--- src/common/rtcap_regs.svh ---
`ifndef RTCAP_REGS_SVH
`define RTCAP_REGS_SVH
// Register byte offsets
`define RTCAP_OFS_WDHR     8'h00
`define RTCAP_OFS_MINSEC   8'h04
`define RTCAP_OFS_PWT      8'h08
`define RTCAP_OFS_ALCFG    8'h0C
`define RTCAP_OFS_CAL      8'h10
`define RTCAP_OFS_WIN      8'h14
// Alarm configuration fields
`define RTCAP_ALCFG_EN     15
`define RTCAP_ALCFG_CHIME  14
`define RTCAP_ALCFG_MSK_H  13
`define RTCAP_ALCFG_MSK_L  10
`define RTCAP_ALCFG_PTR_H  9
`define RTCAP_ALCFG_PTR_L  8
// Calibration and control fields
`define RTCAP_CAL_POWER_CTRL_ENABLE    15
`define RTCAP_CAL_UNLOCK   13
`define RTCAP_CAL_SYNC     12
// Interval mask codes
`define RTCAP_MSK_HALF     4'h0
`define RTCAP_MSK_SEC      4'h1
`define RTCAP_MSK_10SEC    4'h2
`define RTCAP_MSK_MIN      4'h3
`define RTCAP_MSK_10MIN    4'h4
`define RTCAP_MSK_HOUR     4'h5
`define RTCAP_MSK_DAY      4'h6
`define RTCAP_MSK_WEEK     4'h7
`define RTCAP_MSK_MONTH    4'h8
`define RTCAP_MSK_YEAR     4'h9
// Special counts and reset values
`define RTCAP_SAMP_ALWAYS  8'hFF
`define RTCAP_RPT_ROLL     8'hFF
`define RTCAP_RST_BYTE     8'h00
`endif

--- src/common/rtcap_pkg.sv ---
package rtcap_pkg;
  // Current clock digits, BCD, from the time counter
  typedef struct packed {
    logic [2:0] weekday;
    logic [1:0] hour_t;
    logic [3:0] hour_o;
    logic [2:0] min_t;
    logic [3:0] min_o;
    logic [2:0] sec_t;
    logic [3:0] sec_o;
    logic       mday_first; // Day of month is the first
    logic       mon_first;  // Month is the first of the year
  } rtcap_time_t;
  // Timebase strobes, one cycle each, plus the timer_on level
  typedef struct packed {
    logic half_sec; // Every half second
    logic sec;      // Whole-second increment
    logic pwc;      // One power-control clock period elapsed
    logic timer_on; // Timer running
  } rtcap_tick_t;
  // Prescaler correction toward the time counter
  typedef struct packed {
    logic       valid;
    logic [7:0] delta; // Signed pulse count to add
  } rtcap_cal_t;
  // Decoded register selector
  typedef enum logic [2:0] {
    RTCAP_R_WDHR   = 3'b000,
    RTCAP_R_MINSEC = 3'b001,
    RTCAP_R_PWT    = 3'b010,
    RTCAP_R_ALCFG  = 3'b011,
    RTCAP_R_CAL    = 3'b100,
    RTCAP_R_WIN    = 3'b101,
    RTCAP_R_NONE   = 3'b111
  } rtcap_reg_t;
  // Power window sequencer
  typedef enum logic [1:0] {
    RTCAP_S_IDLE = 2'b00,
    RTCAP_S_STAB = 2'b01,
    RTCAP_S_SAMP = 2'b10
  } rtcap_pwc_t;
endpackage

--- src/rtcap_top.sv ---
`timescale 1ns/1ps
`include "rtcap_regs.svh"
// Overview of operation
// - Weekday digit sits in bits 10-8
// - Hour tens bits 5-4, ones 3-0
// - Minute tens bits 14-12, ones 11-8
// - Second tens bits 6-4, ones 3-0
// - Unused alarm bits ignore writes, read zero
// - Weekday/hour and window writes need unlock
// - Stability count sets window; zero skips it
// - Sample count 1-254 periods; zero disables
// - Sample count FFh keeps window always on
// - Sample starts when stability timer expires
// - Four times signed calibration per minute
// - Negative value removes pulses, positive adds
// - Adjust applied every 15 seconds
// - Final alarm clears enable by hardware
// - Interval mask picks digits to compare
// - Repeat zero without chime: single alarm
// - Repeat decrements; at zero last alarm
// - Chime rolls repeat count over to FFh
// - Every alarm raises interrupt request
// - Alarm pulse toggles at half rate
// - Mask codes map; reserved codes never fire
// - Window pointer decrements per window access
module rtcap_top #(
  parameter int AW = 8 // Decoded address bits
) (
  input  wire logic                 clk_sys,
  input  wire logic                 rstn,
  input  wire logic                 ce,
  input  wire logic                 hsel,
  input  wire logic [31:0]          haddr,
  input  wire logic [1:0]           htrans,
  input  wire logic                 hwrite,
  input  wire logic [2:0]           hsize,
  input  wire logic [31:0]          hwdata,
  input  wire logic                 hready,
  output logic                      hreadyout,
  output logic                      hresp,
  output logic [31:0]               hrdata,
  input  rtcap_pkg::rtcap_time_t    cur_time,
  input  rtcap_pkg::rtcap_tick_t    ticks,
  input  wire logic                 clock_sync_flag,
  output logic                      alarm_irq,
  output logic                      alarm_pulse,
  output logic                      pwc_power_on,
  output logic                      pwc_sample_win,
  output rtcap_pkg::rtcap_cal_t     cal_adjust
);

  // Decoder needs the offsets up to 0x14 to be distinct
  if (AW < 6 || AW > 32) begin : g_bad_aw
    $error("rtcap_top: AW must lie in 6..32");
  end

  // Map a byte address to a register selector
  function automatic rtcap_pkg::rtcap_reg_t decode(input logic [AW-1:0] a);
    logic [7:0] lo;
    lo = 8'(a);
    if (a[AW-1:5] != '0) return rtcap_pkg::RTCAP_R_NONE;
    unique case (lo)
      `RTCAP_OFS_WDHR:   return rtcap_pkg::RTCAP_R_WDHR;
      `RTCAP_OFS_MINSEC: return rtcap_pkg::RTCAP_R_MINSEC;
      `RTCAP_OFS_PWT:    return rtcap_pkg::RTCAP_R_PWT;
      `RTCAP_OFS_ALCFG:  return rtcap_pkg::RTCAP_R_ALCFG;
      `RTCAP_OFS_CAL:    return rtcap_pkg::RTCAP_R_CAL;
      `RTCAP_OFS_WIN:    return rtcap_pkg::RTCAP_R_WIN;
      default:           return rtcap_pkg::RTCAP_R_NONE;
    endcase
  endfunction

  // Resolve the window alias through the pointer
  function automatic rtcap_pkg::rtcap_reg_t resolve(input rtcap_pkg::rtcap_reg_t r,
                                                    input logic [1:0] p);
    if (r != rtcap_pkg::RTCAP_R_WIN) return r;
    unique case (p)
      2'h0:    return rtcap_pkg::RTCAP_R_MINSEC;
      2'h1:    return rtcap_pkg::RTCAP_R_WDHR;
      2'h3:    return rtcap_pkg::RTCAP_R_PWT;
      default: return rtcap_pkg::RTCAP_R_NONE; // Month/day pair not held here
    endcase
  endfunction

  // Bus tracking
  logic                  wr_pend_q;  // Write data phase in progress
  logic                  rd_wait_q;  // Read wait cycle in progress
  logic [AW-1:0]         wr_addr_q;  // Latched write address
  logic [AW-1:0]         rd_addr_q;  // Latched read address
  logic [31:0]           hrdata_q;   // Read data register
  // Alarm value fields
  logic [2:0]            al_alarm_weekday_digit_q;
  logic [1:0]            al_hr_t_q;
  logic [3:0]            al_hr_o_q;
  logic [2:0]            al_min_t_q;
  logic [3:0]            al_min_o_q;
  logic [2:0]            al_sec_t_q;
  logic [3:0]            al_sec_o_q;
  // Power window counts
  logic [7:0]            stab_q;
  logic [7:0]            samp_q;
  // Alarm configuration
  logic                  al_en_q;
  logic                  chime_q;
  logic [3:0]            mask_q;
  logic [1:0]            ptr_q;
  logic [7:0]            rpt_q;
  // Calibration and control
  logic                  pwc_en_q;
  logic                  unlock_q;
  logic [7:0]            cal_q;
  // Alarm and power window state
  logic                  irq_q;
  logic                  pulse_q;
  rtcap_pkg::rtcap_pwc_t pwc_q;
  logic [7:0]            cnt_q;
  rtcap_pkg::rtcap_cal_t cal_out_q;
  // Combinational helpers
  logic                  take;       // Address phase accepted
  logic                  wr_en;      // Write committed this cycle
  rtcap_pkg::rtcap_reg_t wsel;       // Target of the write
  rtcap_pkg::rtcap_reg_t rsel;       // Source of the read
  logic                  win_acc;    // Window register touched
  logic                  alcfg_wr;   // Software writes configuration
  logic                  hit;        // Mask condition met now
  logic                  alarm_evt;  // Alarm issued this cycle
  logic                  quarter;    // Seconds at 00, 15, 30 or 45
  logic [31:0]           rd_mux;     // Read value before the register

  // Zero-wait writes, one wait state on reads so data comes from a flop
  assign take      = ce & hsel & hready & htrans[1];
  assign hreadyout = ~rd_wait_q;
  assign hresp     = 1'b0;
  assign hrdata    = hrdata_q;
  assign wr_en     = ce & wr_pend_q;
  assign wsel      = resolve(decode(wr_addr_q), ptr_q);
  assign rsel      = resolve(decode(rd_addr_q), ptr_q);
  assign alcfg_wr  = wr_en & (wsel == rtcap_pkg::RTCAP_R_ALCFG);
  assign win_acc   = ce & ((wr_pend_q & decode(wr_addr_q) == rtcap_pkg::RTCAP_R_WIN) |
                           (rd_wait_q & decode(rd_addr_q) == rtcap_pkg::RTCAP_R_WIN));

  // Address phase capture; hsize is unused since only words are served
  always_ff @(posedge clk_sys) begin
    if (!rstn) begin
      wr_pend_q <= 1'b0;
      rd_wait_q <= 1'b0;
      wr_addr_q <= '0;
      rd_addr_q <= '0;
    end else if (ce) begin
      wr_pend_q <= take & hwrite;
      rd_wait_q <= take & ~hwrite;
      if (take && hwrite) begin
        wr_addr_q <= haddr[AW-1:0];
      end
      if (take && !hwrite) begin
        rd_addr_q <= haddr[AW-1:0];
      end
    end
  end

  // Read multiplexer; unused bits return zero
  always_comb begin
    rd_mux = 32'h0000_0000;
    unique case (rsel)
      rtcap_pkg::RTCAP_R_WDHR: begin
        rd_mux[10:8] = al_alarm_weekday_digit_q;
        rd_mux[5:4]  = al_hr_t_q;
        rd_mux[3:0]  = al_hr_o_q;
      end
      rtcap_pkg::RTCAP_R_MINSEC: begin
        rd_mux[14:12] = al_min_t_q;
        rd_mux[11:8]  = al_min_o_q;
        rd_mux[6:4]   = al_sec_t_q;
        rd_mux[3:0]   = al_sec_o_q;
      end
      rtcap_pkg::RTCAP_R_PWT: begin
        rd_mux[15:8] = stab_q;
        rd_mux[7:0]  = samp_q;
      end
      rtcap_pkg::RTCAP_R_ALCFG: begin
        rd_mux[`RTCAP_ALCFG_EN]                         = al_en_q;
        rd_mux[`RTCAP_ALCFG_CHIME]                      = chime_q;
        rd_mux[`RTCAP_ALCFG_MSK_H:`RTCAP_ALCFG_MSK_L]   = mask_q;
        rd_mux[`RTCAP_ALCFG_PTR_H:`RTCAP_ALCFG_PTR_L]   = ptr_q;
        rd_mux[7:0]                                     = rpt_q;
      end
      rtcap_pkg::RTCAP_R_CAL: begin
        rd_mux[`RTCAP_CAL_POWER_CTRL_ENABLE]  = pwc_en_q;
        rd_mux[`RTCAP_CAL_UNLOCK] = unlock_q;
        rd_mux[`RTCAP_CAL_SYNC]   = clock_sync_flag; // Live status
        rd_mux[7:0]               = cal_q;
      end
      default: rd_mux = 32'h0000_0000; // Unmapped
    endcase
  end

  // Read data register, loaded in the wait cycle after the write has landed
  always_ff @(posedge clk_sys) begin
    if (!rstn) begin
      hrdata_q <= 32'h0000_0000;
    end else if (ce && rd_wait_q) begin
      hrdata_q <= rd_mux;
    end
  end

  // Weekday/hour value, locked unless the unlock bit is set
  always_ff @(posedge clk_sys) begin
    if (!rstn) begin
      al_alarm_weekday_digit_q <= 3'h0;
      al_hr_t_q <= 2'h0;
      al_hr_o_q <= 4'h0;
    end else if (wr_en && wsel == rtcap_pkg::RTCAP_R_WDHR && unlock_q) begin
      al_alarm_weekday_digit_q <= hwdata[10:8];
      al_hr_t_q <= hwdata[5:4];
      al_hr_o_q <= hwdata[3:0];
    end
  end

  // Minute/second value, always writable
  always_ff @(posedge clk_sys) begin
    if (!rstn) begin
      al_min_t_q <= 3'h0;
      al_min_o_q <= 4'h0;
      al_sec_t_q <= 3'h0;
      al_sec_o_q <= 4'h0;
    end else if (wr_en && wsel == rtcap_pkg::RTCAP_R_MINSEC) begin
      al_min_t_q <= hwdata[14:12];
      al_min_o_q <= hwdata[11:8];
      al_sec_t_q <= hwdata[6:4];
      al_sec_o_q <= hwdata[3:0];
    end
  end

  // Power window counts, locked unless the unlock bit is set
  always_ff @(posedge clk_sys) begin
    if (!rstn) begin
      stab_q <= `RTCAP_RST_BYTE;
      samp_q <= `RTCAP_RST_BYTE;
    end else if (wr_en && wsel == rtcap_pkg::RTCAP_R_PWT && unlock_q) begin
      stab_q <= hwdata[15:8];
      samp_q <= hwdata[7:0];
    end
  end

  // Calibration and control register
  always_ff @(posedge clk_sys) begin
    if (!rstn) begin
      pwc_en_q <= 1'b0;
      unlock_q <= 1'b0;
      cal_q    <= `RTCAP_RST_BYTE;
    end else if (wr_en && wsel == rtcap_pkg::RTCAP_R_CAL) begin
      pwc_en_q <= hwdata[`RTCAP_CAL_POWER_CTRL_ENABLE];
      unlock_q <= hwdata[`RTCAP_CAL_UNLOCK];
      cal_q    <= hwdata[7:0];
    end
  end

  // Mask decode: which digits must equal the clock
  always_comb begin
    logic s_o;
    logic s_t;
    logic m_o;
    logic m_t;
    logic h_m;
    logic w_m;
    s_o = ticks.sec & (cur_time.sec_o == al_sec_o_q);
    s_t = s_o & (cur_time.sec_t == al_sec_t_q);
    m_o = s_t & (cur_time.min_o == al_min_o_q);
    m_t = m_o & (cur_time.min_t == al_min_t_q);
    h_m = m_t & (cur_time.hour_o == al_hr_o_q) & (cur_time.hour_t == al_hr_t_q);
    w_m = h_m & (cur_time.weekday == al_alarm_weekday_digit_q);
    unique case (mask_q)
      `RTCAP_MSK_HALF:  hit = ticks.half_sec;
      `RTCAP_MSK_SEC:   hit = ticks.sec;
      `RTCAP_MSK_10SEC: hit = s_o;
      `RTCAP_MSK_MIN:   hit = s_t;
      `RTCAP_MSK_10MIN: hit = m_o;
      `RTCAP_MSK_HOUR:  hit = m_t;
      `RTCAP_MSK_DAY:   hit = h_m;
      `RTCAP_MSK_WEEK:  hit = w_m;
      `RTCAP_MSK_MONTH: hit = h_m & cur_time.mday_first;
      `RTCAP_MSK_YEAR:  hit = h_m & cur_time.mday_first & cur_time.mon_first;
      default:          hit = 1'b0; // Reserved codes never fire
    endcase
  end

  assign alarm_evt = ce & al_en_q & hit;

  // Alarm configuration; a software write beats the hardware update
  always_ff @(posedge clk_sys) begin
    if (!rstn) begin
      al_en_q <= 1'b0;
      chime_q <= 1'b0;
      mask_q  <= `RTCAP_MSK_HALF;
      rpt_q   <= `RTCAP_RST_BYTE;
    end else if (alcfg_wr) begin
      al_en_q <= hwdata[`RTCAP_ALCFG_EN];
      chime_q <= hwdata[`RTCAP_ALCFG_CHIME];
      mask_q  <= hwdata[`RTCAP_ALCFG_MSK_H:`RTCAP_ALCFG_MSK_L];
      rpt_q   <= hwdata[7:0];
    end else if (alarm_evt) begin
      if (rpt_q != 8'h00) begin
        rpt_q <= 8'(rpt_q - 8'h01);
      end else if (chime_q) begin
        rpt_q <= `RTCAP_RPT_ROLL;
      end else begin
        al_en_q <= 1'b0;
      end
    end
  end

  // Window pointer: counts down on each window access, stops at zero
  always_ff @(posedge clk_sys) begin
    if (!rstn) begin
      ptr_q <= 2'h0;
    end else if (alcfg_wr) begin
      ptr_q <= hwdata[`RTCAP_ALCFG_PTR_H:`RTCAP_ALCFG_PTR_L];
    end else if (win_acc && ptr_q != 2'h0) begin
      ptr_q <= 2'(ptr_q - 2'h1);
    end
  end

  // Interrupt request pulse and half-rate alarm output
  always_ff @(posedge clk_sys) begin
    if (!rstn) begin
      irq_q   <= 1'b0;
      pulse_q <= 1'b0;
    end else if (ce) begin
      irq_q <= alarm_evt;
      if (alarm_evt) begin
        pulse_q <= ~pulse_q;
      end
    end
  end

  assign alarm_irq   = irq_q;
  assign alarm_pulse = pulse_q;

  // Calibration: one quarter of four times the value at each quarter minute,
  // so the minute total is four times the value with no extra second
  assign quarter = ce & ticks.sec & ticks.timer_on &
                   (({cur_time.sec_t, cur_time.sec_o} == 7'h00) |
                    ({cur_time.sec_t, cur_time.sec_o} == 7'h15) |
                    ({cur_time.sec_t, cur_time.sec_o} == 7'h30) |
                    ({cur_time.sec_t, cur_time.sec_o} == 7'h45));

  always_ff @(posedge clk_sys) begin
    if (!rstn) begin
      cal_out_q <= '0;
    end else if (ce) begin
      cal_out_q.valid <= quarter;
      if (quarter) begin
        cal_out_q.delta <= cal_q;
      end
    end
  end

  assign cal_adjust = cal_out_q;

  // Power window sequencer; alarms while busy do not retrigger
  always_ff @(posedge clk_sys) begin
    if (!rstn) begin
      pwc_q <= rtcap_pkg::RTCAP_S_IDLE;
      cnt_q <= 8'h00;
    end else if (ce) begin
      if (!pwc_en_q) begin
        pwc_q <= rtcap_pkg::RTCAP_S_IDLE;
      end else begin
        unique case (pwc_q)
          rtcap_pkg::RTCAP_S_IDLE: begin
            if (alarm_evt && stab_q != 8'h00) begin
              pwc_q <= rtcap_pkg::RTCAP_S_STAB;
              cnt_q <= stab_q;
            end else if (alarm_evt && samp_q != 8'h00) begin
              pwc_q <= rtcap_pkg::RTCAP_S_SAMP;
              cnt_q <= samp_q;
            end
          end
          rtcap_pkg::RTCAP_S_STAB: begin
            if (ticks.pwc && cnt_q == 8'h01) begin
              if (samp_q != 8'h00) begin
                pwc_q <= rtcap_pkg::RTCAP_S_SAMP;
                cnt_q <= samp_q;
              end else begin
                pwc_q <= rtcap_pkg::RTCAP_S_IDLE;
              end
            end else if (ticks.pwc) begin
              cnt_q <= 8'(cnt_q - 8'h01);
            end
          end
          rtcap_pkg::RTCAP_S_SAMP: begin
            if (ticks.pwc && cnt_q == 8'h01) begin
              pwc_q <= rtcap_pkg::RTCAP_S_IDLE;
            end else if (ticks.pwc) begin
              cnt_q <= 8'(cnt_q - 8'h01);
            end
          end
          default: pwc_q <= rtcap_pkg::RTCAP_S_IDLE; // Illegal code recovers
        endcase
      end
    end
  end

  // Power is on in both windows; FFh holds the sample window open
  assign pwc_power_on   = (pwc_q != rtcap_pkg::RTCAP_S_IDLE);
  assign pwc_sample_win = (pwc_q == rtcap_pkg::RTCAP_S_SAMP) |
                          (samp_q == `RTCAP_SAMP_ALWAYS);
endmodule // rtcap_top

--- config.mk ---
export PLATFORM = sky130hd
export DESIGN_NAME = rtcap_top
export DESIGN_NICKNAME = d
export VERILOG_FILES = /design/src/common/rtcap_pkg.sv /design/src/rtcap_top.sv
export VERILOG_INCLUDE_DIRS = /design/src /design/src/common
export SDC_FILE = /design/constraint.sdc
export NUM_CORES = 1
export LEC_CHECK = 0
export BUFFER_PORTS_ARGS = -buffer_cell sky130_fd_sc_hd__clkbuf_2
export CAP_MARGIN = 20
export CORE_ASPECT_RATIO = 0.8
export CORE_UTILIZATION = 59
export DETAILED_ROUTE_END_ITERATION = 8
export PLACE_DENSITY = 0.92
export SETUP_SLACK_MARGIN = 0.02
export SLEW_MARGIN = 10
export SYNTH_ARGS = -nofsm -noshare
export SYNTH_HDL_FRONTEND = slang
export SYNTH_SLANG_ARGS = --single-unit
--- constraint.sdc ---
create_clock -name clk_sys -period 4.3 [get_ports clk_sys]
set_clock_uncertainty 0.05 [all_clocks]
set_input_delay 0.215 -clock clk_sys [delete_from_list [all_inputs] [get_ports clk_sys]]
set_output_delay 0.215 -clock clk_sys [all_outputs]
set_load 0.03 [all_outputs]
# Word level (Yosys, flattened, before mapping)
# Index checks and enable logic that the tools add are counted.
# W data, S select, Z words.
[word_totals]
reg_bits = 120
mem_bits_rw = 0
latch_bits = 0
memories = 0
mem_bits_ro = 0
output_inout_bits = 47
word_cells = 207
[classes]
multipliers = 0
n_eq_ne = 55
reduce_logical = 41
n_addsub = 3
n_lt_le_gt_ge = 0
n_shift = 0
n_mux = 48
div_mod_pow = 0
n_bitwise = 32
[ops]
columns = ["cell", "n"]
rows = [
  ["$mux W8", 10],
  ["$pmux W3 S6", 2],
  ["$eq A8 B4 Y1 const B", 4],
  ["$eq A8 B5 Y1 const B", 4],
  ["$pmux W6 S5", 1],
  ["$and A1 B1 Y1", 24],
  ["$mux W3", 8],
  ["$pmux W8 S3", 1],
  ["$reduce_bool A8 Y1", 3],
  ["$ne A3 B3 Y1 const B", 6],
  ["$eq A4 B3 Y1 const B", 4],
  ["$eq A8 B3 Y1 const B", 2],
  ["$logic_not A8 Y1", 2],
  ["$mux W2", 8],
  ["$sub A8 B1 Y8 const B", 2],
  ["$logic_and A1 B1 Y1", 13],
  ["$eq A3 B2 Y1 const B", 4],
  ["$eq A3 B3 Y1 const B", 4],
  ["$eq A4 B4 Y1", 3],
  ["$pmux W1 S3", 4],
  ["$pmux W3 S4", 1],
  ["$reduce_bool A3 Y1", 4],
  ["$pmux W1 S10", 1],
  ["$reduce_and A2 Y1", 5],
  ["33 further kinds", 59],
]

# Logic depth before layout (Yosys ltp)
[logic_depth]
word_depth = 16
ltp_mapped = 12
ltp_nobuf = 10

# Worst setup path before layout
# No wires, ideal clock.
[synth_path]
kind = "register to register"
from = "reg ptr_q[0]"
to = "reg al_en_q"
arrival_ns = 2.328
slack_ns = 1.806
path_stages_with_launch = 12
path_buffers = 3
setup_ns = 0.116
period_less_slack_ns = 2.494
t_required_ns = 4.134
path_cell_list = "dfxtp_1 inv_1 ha_1 nor2_1 nand2_1 a221oi_1 or4b_1 clkbuf_1 clkbuf_1 buf_2 nor2_1 a41o_1"
[synth_via]
elab_chain_len = 7
word_cells_on_any_way = 12
cone_classes = "eq/ne: 5; mux: 3; bitwise: 1; reduce/logical: 3"
[synth_rtl]
columns = ["element", "line_no", "text"]
rows = [
  ["start, declared", "rtcap_top.sv:106", "logic [1:0] ptr_q;"],
  ["start signal, assigned", "rtcap_top.sv:317", "ptr_q <= hwdata[`RTCAP_ALCFG_PTR_H:`RTCAP_ALCFG_PTR_L];"],
  ["start signal, assigned", "rtcap_top.sv:319", "ptr_q <= 2'(ptr_q - 2'h1);"],
  ["$eq A2 B2 Y1 (tied with other cells)", "rtcap_top.sv:77", "unique case (p)"],
  ["$pmux W3 S3 (*)", "rtcap_top.sv:77", ""],
  ["$mux W3 (*)", "rtcap_top.sv:77", ""],
  ["$eq A3 B2 Y1 (*)", "rtcap_top.sv:138", "assign alcfg_wr = wr_en & (wsel == rtcap_pkg::RTCAP_R_ALCFG);"],
  ["$and A1 B1 Y1 (*)", "rtcap_top.sv:138", ""],
  ["$ne A2 B2 Y1 (no line) (tied with other cells)", "-", ""],
  ["$reduce_and A3 Y1 (no line)", "-", ""],
  ["end signal, assigned", "rtcap_top.sv:297", "al_en_q <= hwdata[`RTCAP_ALCFG_EN];"],
  ["end, declared", "rtcap_top.sv:103", "logic al_en_q;"],
]
# Every way passes the cells marked *; elsewhere a longest branch is shown, timed or not.
# A chain may end at the register's enable or synchronous reset.

# Worst setup path in the final report
[layout_path]
from = "reg al_min_o_q[3]"
to = "reg cnt_q[4]"
[layout_via]
elab_chain_len = 12
word_cells_on_any_way = 16
cone_classes = "eq/ne: 2; mux: 3; bitwise: 8; reduce/logical: 3"
[layout_rtl]
columns = ["element", "line_no", "text"]
rows = [
  ["start, declared", "rtcap_top.sv:96", "logic [3:0] al_min_o_q;"],
  ["start signal, assigned", "rtcap_top.sv:228", "al_min_o_q <= hwdata[11:8];"],
  ["$eq A4 B4 Y1 (*)", "rtcap_top.sv:268", "m_o = s_t & (cur_time.min_o == al_min_o_q);"],
  ["$and A1 B1 Y1 (*)", "rtcap_top.sv:268", ""],
  ["$and A1 B1 Y1", "rtcap_top.sv:269", "m_t = m_o & (cur_time.min_t == al_min_t_q);"],
  ["$and A1 B1 Y1 (2 in series)", "rtcap_top.sv:270", "h_m = m_t & (cur_time.hour_o == al_hr_o_q) & (cur_time.hour_t == al_hr_t_q);"],
  ["$and A1 B1 Y1", "rtcap_top.sv:281, rtcap_top.sv:282", ""],
  ["$and A1 B1 Y1", "rtcap_top.sv:282", "`RTCAP_MSK_YEAR: hit = h_m & cur_time.mday_first & cur_time.mon_first;"],
  ["$pmux W1 S10 (*)", "rtcap_top.sv:272", "unique case (mask_q)"],
  ["$and A1 B1 Y1 (*)", "rtcap_top.sv:287", "assign alarm_evt = ce & al_en_q & hit;"],
  ["$logic_and A1 B1 Y1, on equally long branches", "rtcap_top.sv:371, rtcap_top.sv:374", ""],
  ["$ne A3 B3 Y1 (no line) or $mux W8 (tied branches)", "-", ""],
  ["$reduce_and A6 Y1 (no line) or $pmux W8 S3 (tied branches)", "-", ""],
  ["end signal, assigned", "rtcap_top.sv:373", "cnt_q <= stab_q;"],
  ["end signal, assigned", "rtcap_top.sv:376", "cnt_q <= samp_q;"],
  ["end signal, assigned", "rtcap_top.sv:383", "cnt_q <= samp_q;"],
  ["end, declared", "rtcap_top.sv:116", "logic [7:0] cnt_q;"],
]
# Marked as above.

==> metrics.md <==
| Metric | Value |
|---|---|
| PostCTS Resize Cnt | `0` |
| Post-synth EDFFs | `0` |
| Hold endpoint | `wr_addr_q[5]` |
| FF-to-FF setup slack | `1.32 ns` |
| Critical path capture point type | `flop` |
| Hold Crit Start | `haddr[5]` |
| Via Count | `5987` |
| Post-synth cell types | `64` |
| Post-route DRC | `0` |
| Most area-consuming cells after synthesis | `dfxtp_1 37%, mux2i_1 14%, nor2b_1 7.0%, xor2_1 3.5%, nand2_1 3.2%` |
| Placed Cells incl. Taps | `926` |
| Vias in the first global route | `5708` |
| Initial Utilization | `62.13%` |
| Drt via density | `6.256` |
| Post-Synthesis Cells | `725` |
| TritonCTS clock tree | `yes` |
| Avg WL per Cell | `19.09 um` |
| CTS Buffer Depth | `2` |
| Share of layout cells above drive strength 1 | `18.60%` |
| Routed WL | `18.27 mm` |
| Placer congestion estimate | `0.9194` |
| Largest area contributor in the netlist | `dfxtp_1` |
| Diodes inserted | `0` |
| WHS Path Cells | `3` |
| Root Driver | `clkbuf_16` |
| R2R depth | `8` |
| Avg Synthesized Cell Area | `8.988 sq um` |
| CP arrival | `3.22 ns` |
| Cell Pwr Density | `366.8 nW/um^2` |
| DRT iter0 DRCs | `732` |
| Register clock-pin slew on the reported worst setup and hold paths | `0.05 ns` |
| Die area | `11470 sq um` |
| Startpoint types | `flop` |
| Register area share after synthesis | `36.87%` |
| Reg-to-Reg End | `cnt_q[4]` |
| Setup TNS | `0 ns` |
| Most frequent cell after synthesis | `dfxtp_1` |
| Final Setup Violations | `0` |
| CP Class | `flop to flop` |
| Share of the synthesized area in the top cell type | `36.87%` |
| Core ar. | `10490 sq um` |
| Top achievable clock speed | `335.4 MHz` |
| Yosys warns | `0` |
| Synthesized cell area | `6516 sq um` |
| Area Growth Syn to Fin | `16.99%` |
| MaxCap Viol Count | `0` |
| Grt ovf | `0` |
| Antenna violations before repair | `0` |
| H-tree levels | `4` |
| First-pass GRT wire length | `28.83 mm` |
| Yosys reg bits | `120` |
| CTS Buf Count | `17` |
| I/O pin total | `152` |
| Fill cells | `763` |
| Number of routed nets with antenna violations | `0` |
| Slew headroom | `28.62%` |
| DP HPWL | `12.63 mm` |
| Largest net degree at the start of global routing | `58` |
| Fin. max-slew vios | `0` |
| Req. time, crit path | `4.54 ns` |
| Tot GR Track Use | `32.76%` |
| IO Port Bufs | `90` |
| Clock insertion delay at the later pin of the skew report | `0.41 ns` |
| Ys async rst share | `0%` |
| Worst flop-to-flop path startpoint | `al_min_o_q[3]` |
| RSZ-0062 raised after global routing | `false` |
| Rows | `33` |
| Hold Fails Final Rpt | `0` |
| Fin crit period | `2.982 ns` |
| Peak VDD IR | `0.0003717 V` |
| Chip Height | `96 um` |
| Post-CTS Setup Bufs | `0` |
| Period Utilization, post-route | `69.34%` |
| Nets@finish | `921` |
| Worst slew pin tran | `1.068 ns` |
| Most common library cells after synthesis | `120 x dfxtp_1, 92 x mux2i_1, 73 x nor2b_1` |
| Die W | `119.5 um` |
| Top FF cell, synth | `dfxtp_1` |
| Non-Filler Instances | `957` |
| Hold-fix buffers, CTS | `0` |
| Worst Hold Class | `primary input to flop` |
| Leak Pwr | `3.173 nW` |
| Crit-path max FO | `8` |
| Hold Slack | `0.01797 ns` |
| First-pass DRT Iterations | `5` |
| Clk sink count | `120` |
| Outcome | `completed` |
## how the worst max path moves through the flow
stage	from	to	depth (start not counted)
6_report	al_min_o_q[3]	cnt_q[4]	8
4_1_cts	ptr_q[0]	rpt_q[2]	9
5_1_grt	ptr_q[0]	rpt_q[7]	9
2_1_floorplan	ptr_q[0]	al_en_q	11
3_5_place_dp	al_sec_t_q[1]	cnt_q[4]	8
3_3_place_gp	al_sec_t_q[1]	cnt_q[4]	8
## state kept, by name, summed over array words and instances, names as in the netlist, 4 cells and up
register / cells
al_hr_o_q: 4
mask_q: 4
cal_adjust: 9
hrdata: 16
rpt_q: 8
wr_addr_q: 8
al_min_o_q: 4
stab_q: 8
cnt_q: 8
rd_addr_q: 8
al_sec_o_q: 4
cal_q: 8
samp_q: 8
## metrics by stage
step                power, mW  utilization, %  area [sq um]  setup WS [ns]
floorplan               1.256               -          6576          1.806
global placement        1.310           66.76          7002          1.452
detailed placement      1.312           66.76          7002          1.408
CTS                     2.796           72.69          7624          1.357
global route            2.859           72.69          7624          1.173
finish                  2.796           72.69          7624          1.318
## cells in the final DEF, fill, tap and decap left out, drive strengths merged, types with 9 or more instances in the layout
cell,instances
a21oi,17
a221oi,12
buf,9
clkbuf,113
conb,17
dfxtp,120
ha,11
inv,16
mux2,10
mux2i,92
nand2,56
nand3,18
nor2,49
nor2b,73
nor3,14
nor4,9
o21ai,32
xor2,26
## area by class of cell
cell class	instances	area [sq um]	share of cell area, %
clock buffer	23	478.0	6.269
sequential	120	2402	31.51
multi-input combinational	551	3846	50.45
clock inverter	8	143.9	1.887
timing repair buffer	99	518.0	6.795
inverter	16	60.06	0.7878
tap	140	175.2	2.298
## power breakdown
part	switching, mW	total (mW)	internal (mW)
logic	0.117	0.177	0.0603
registers	0.00260	1.12	1.12
clock network	0.491	1.50	1.01
## per-layer routing
layer,vias to the layer above,track usage [%],wire length (um)
met4,0,17.19,613
met5,-,0,0
met3,61,6.043,1736
li1,2726,-,-
met2,376,53.23,8097
met1,2824,41.89,7819
## logic make-up after synthesis
group	synth area share, %
xor gates and xnor gates	4.167
adders and majority gates	2.112
muxes	15.92
other	0.05755
buffers and inverters	5.127
DFF	36.87
AOI/OAI and AO/OA	14.13
and+or+nand+nor	21.62
## worst max-delay path, cell delays in order, from the launching register on
cell and delay [ns]:
dfxtp_1 0.34, xor2_1 0.17, nor4_1 0.60, o211ai_1 0.25
nor4_4 0.39, o211ai_4 0.18, mux2_4 0.33, a222oi_1 0.43
o22ai_1 0.13
Note: power is estimated with default switching activity, not from simulation.
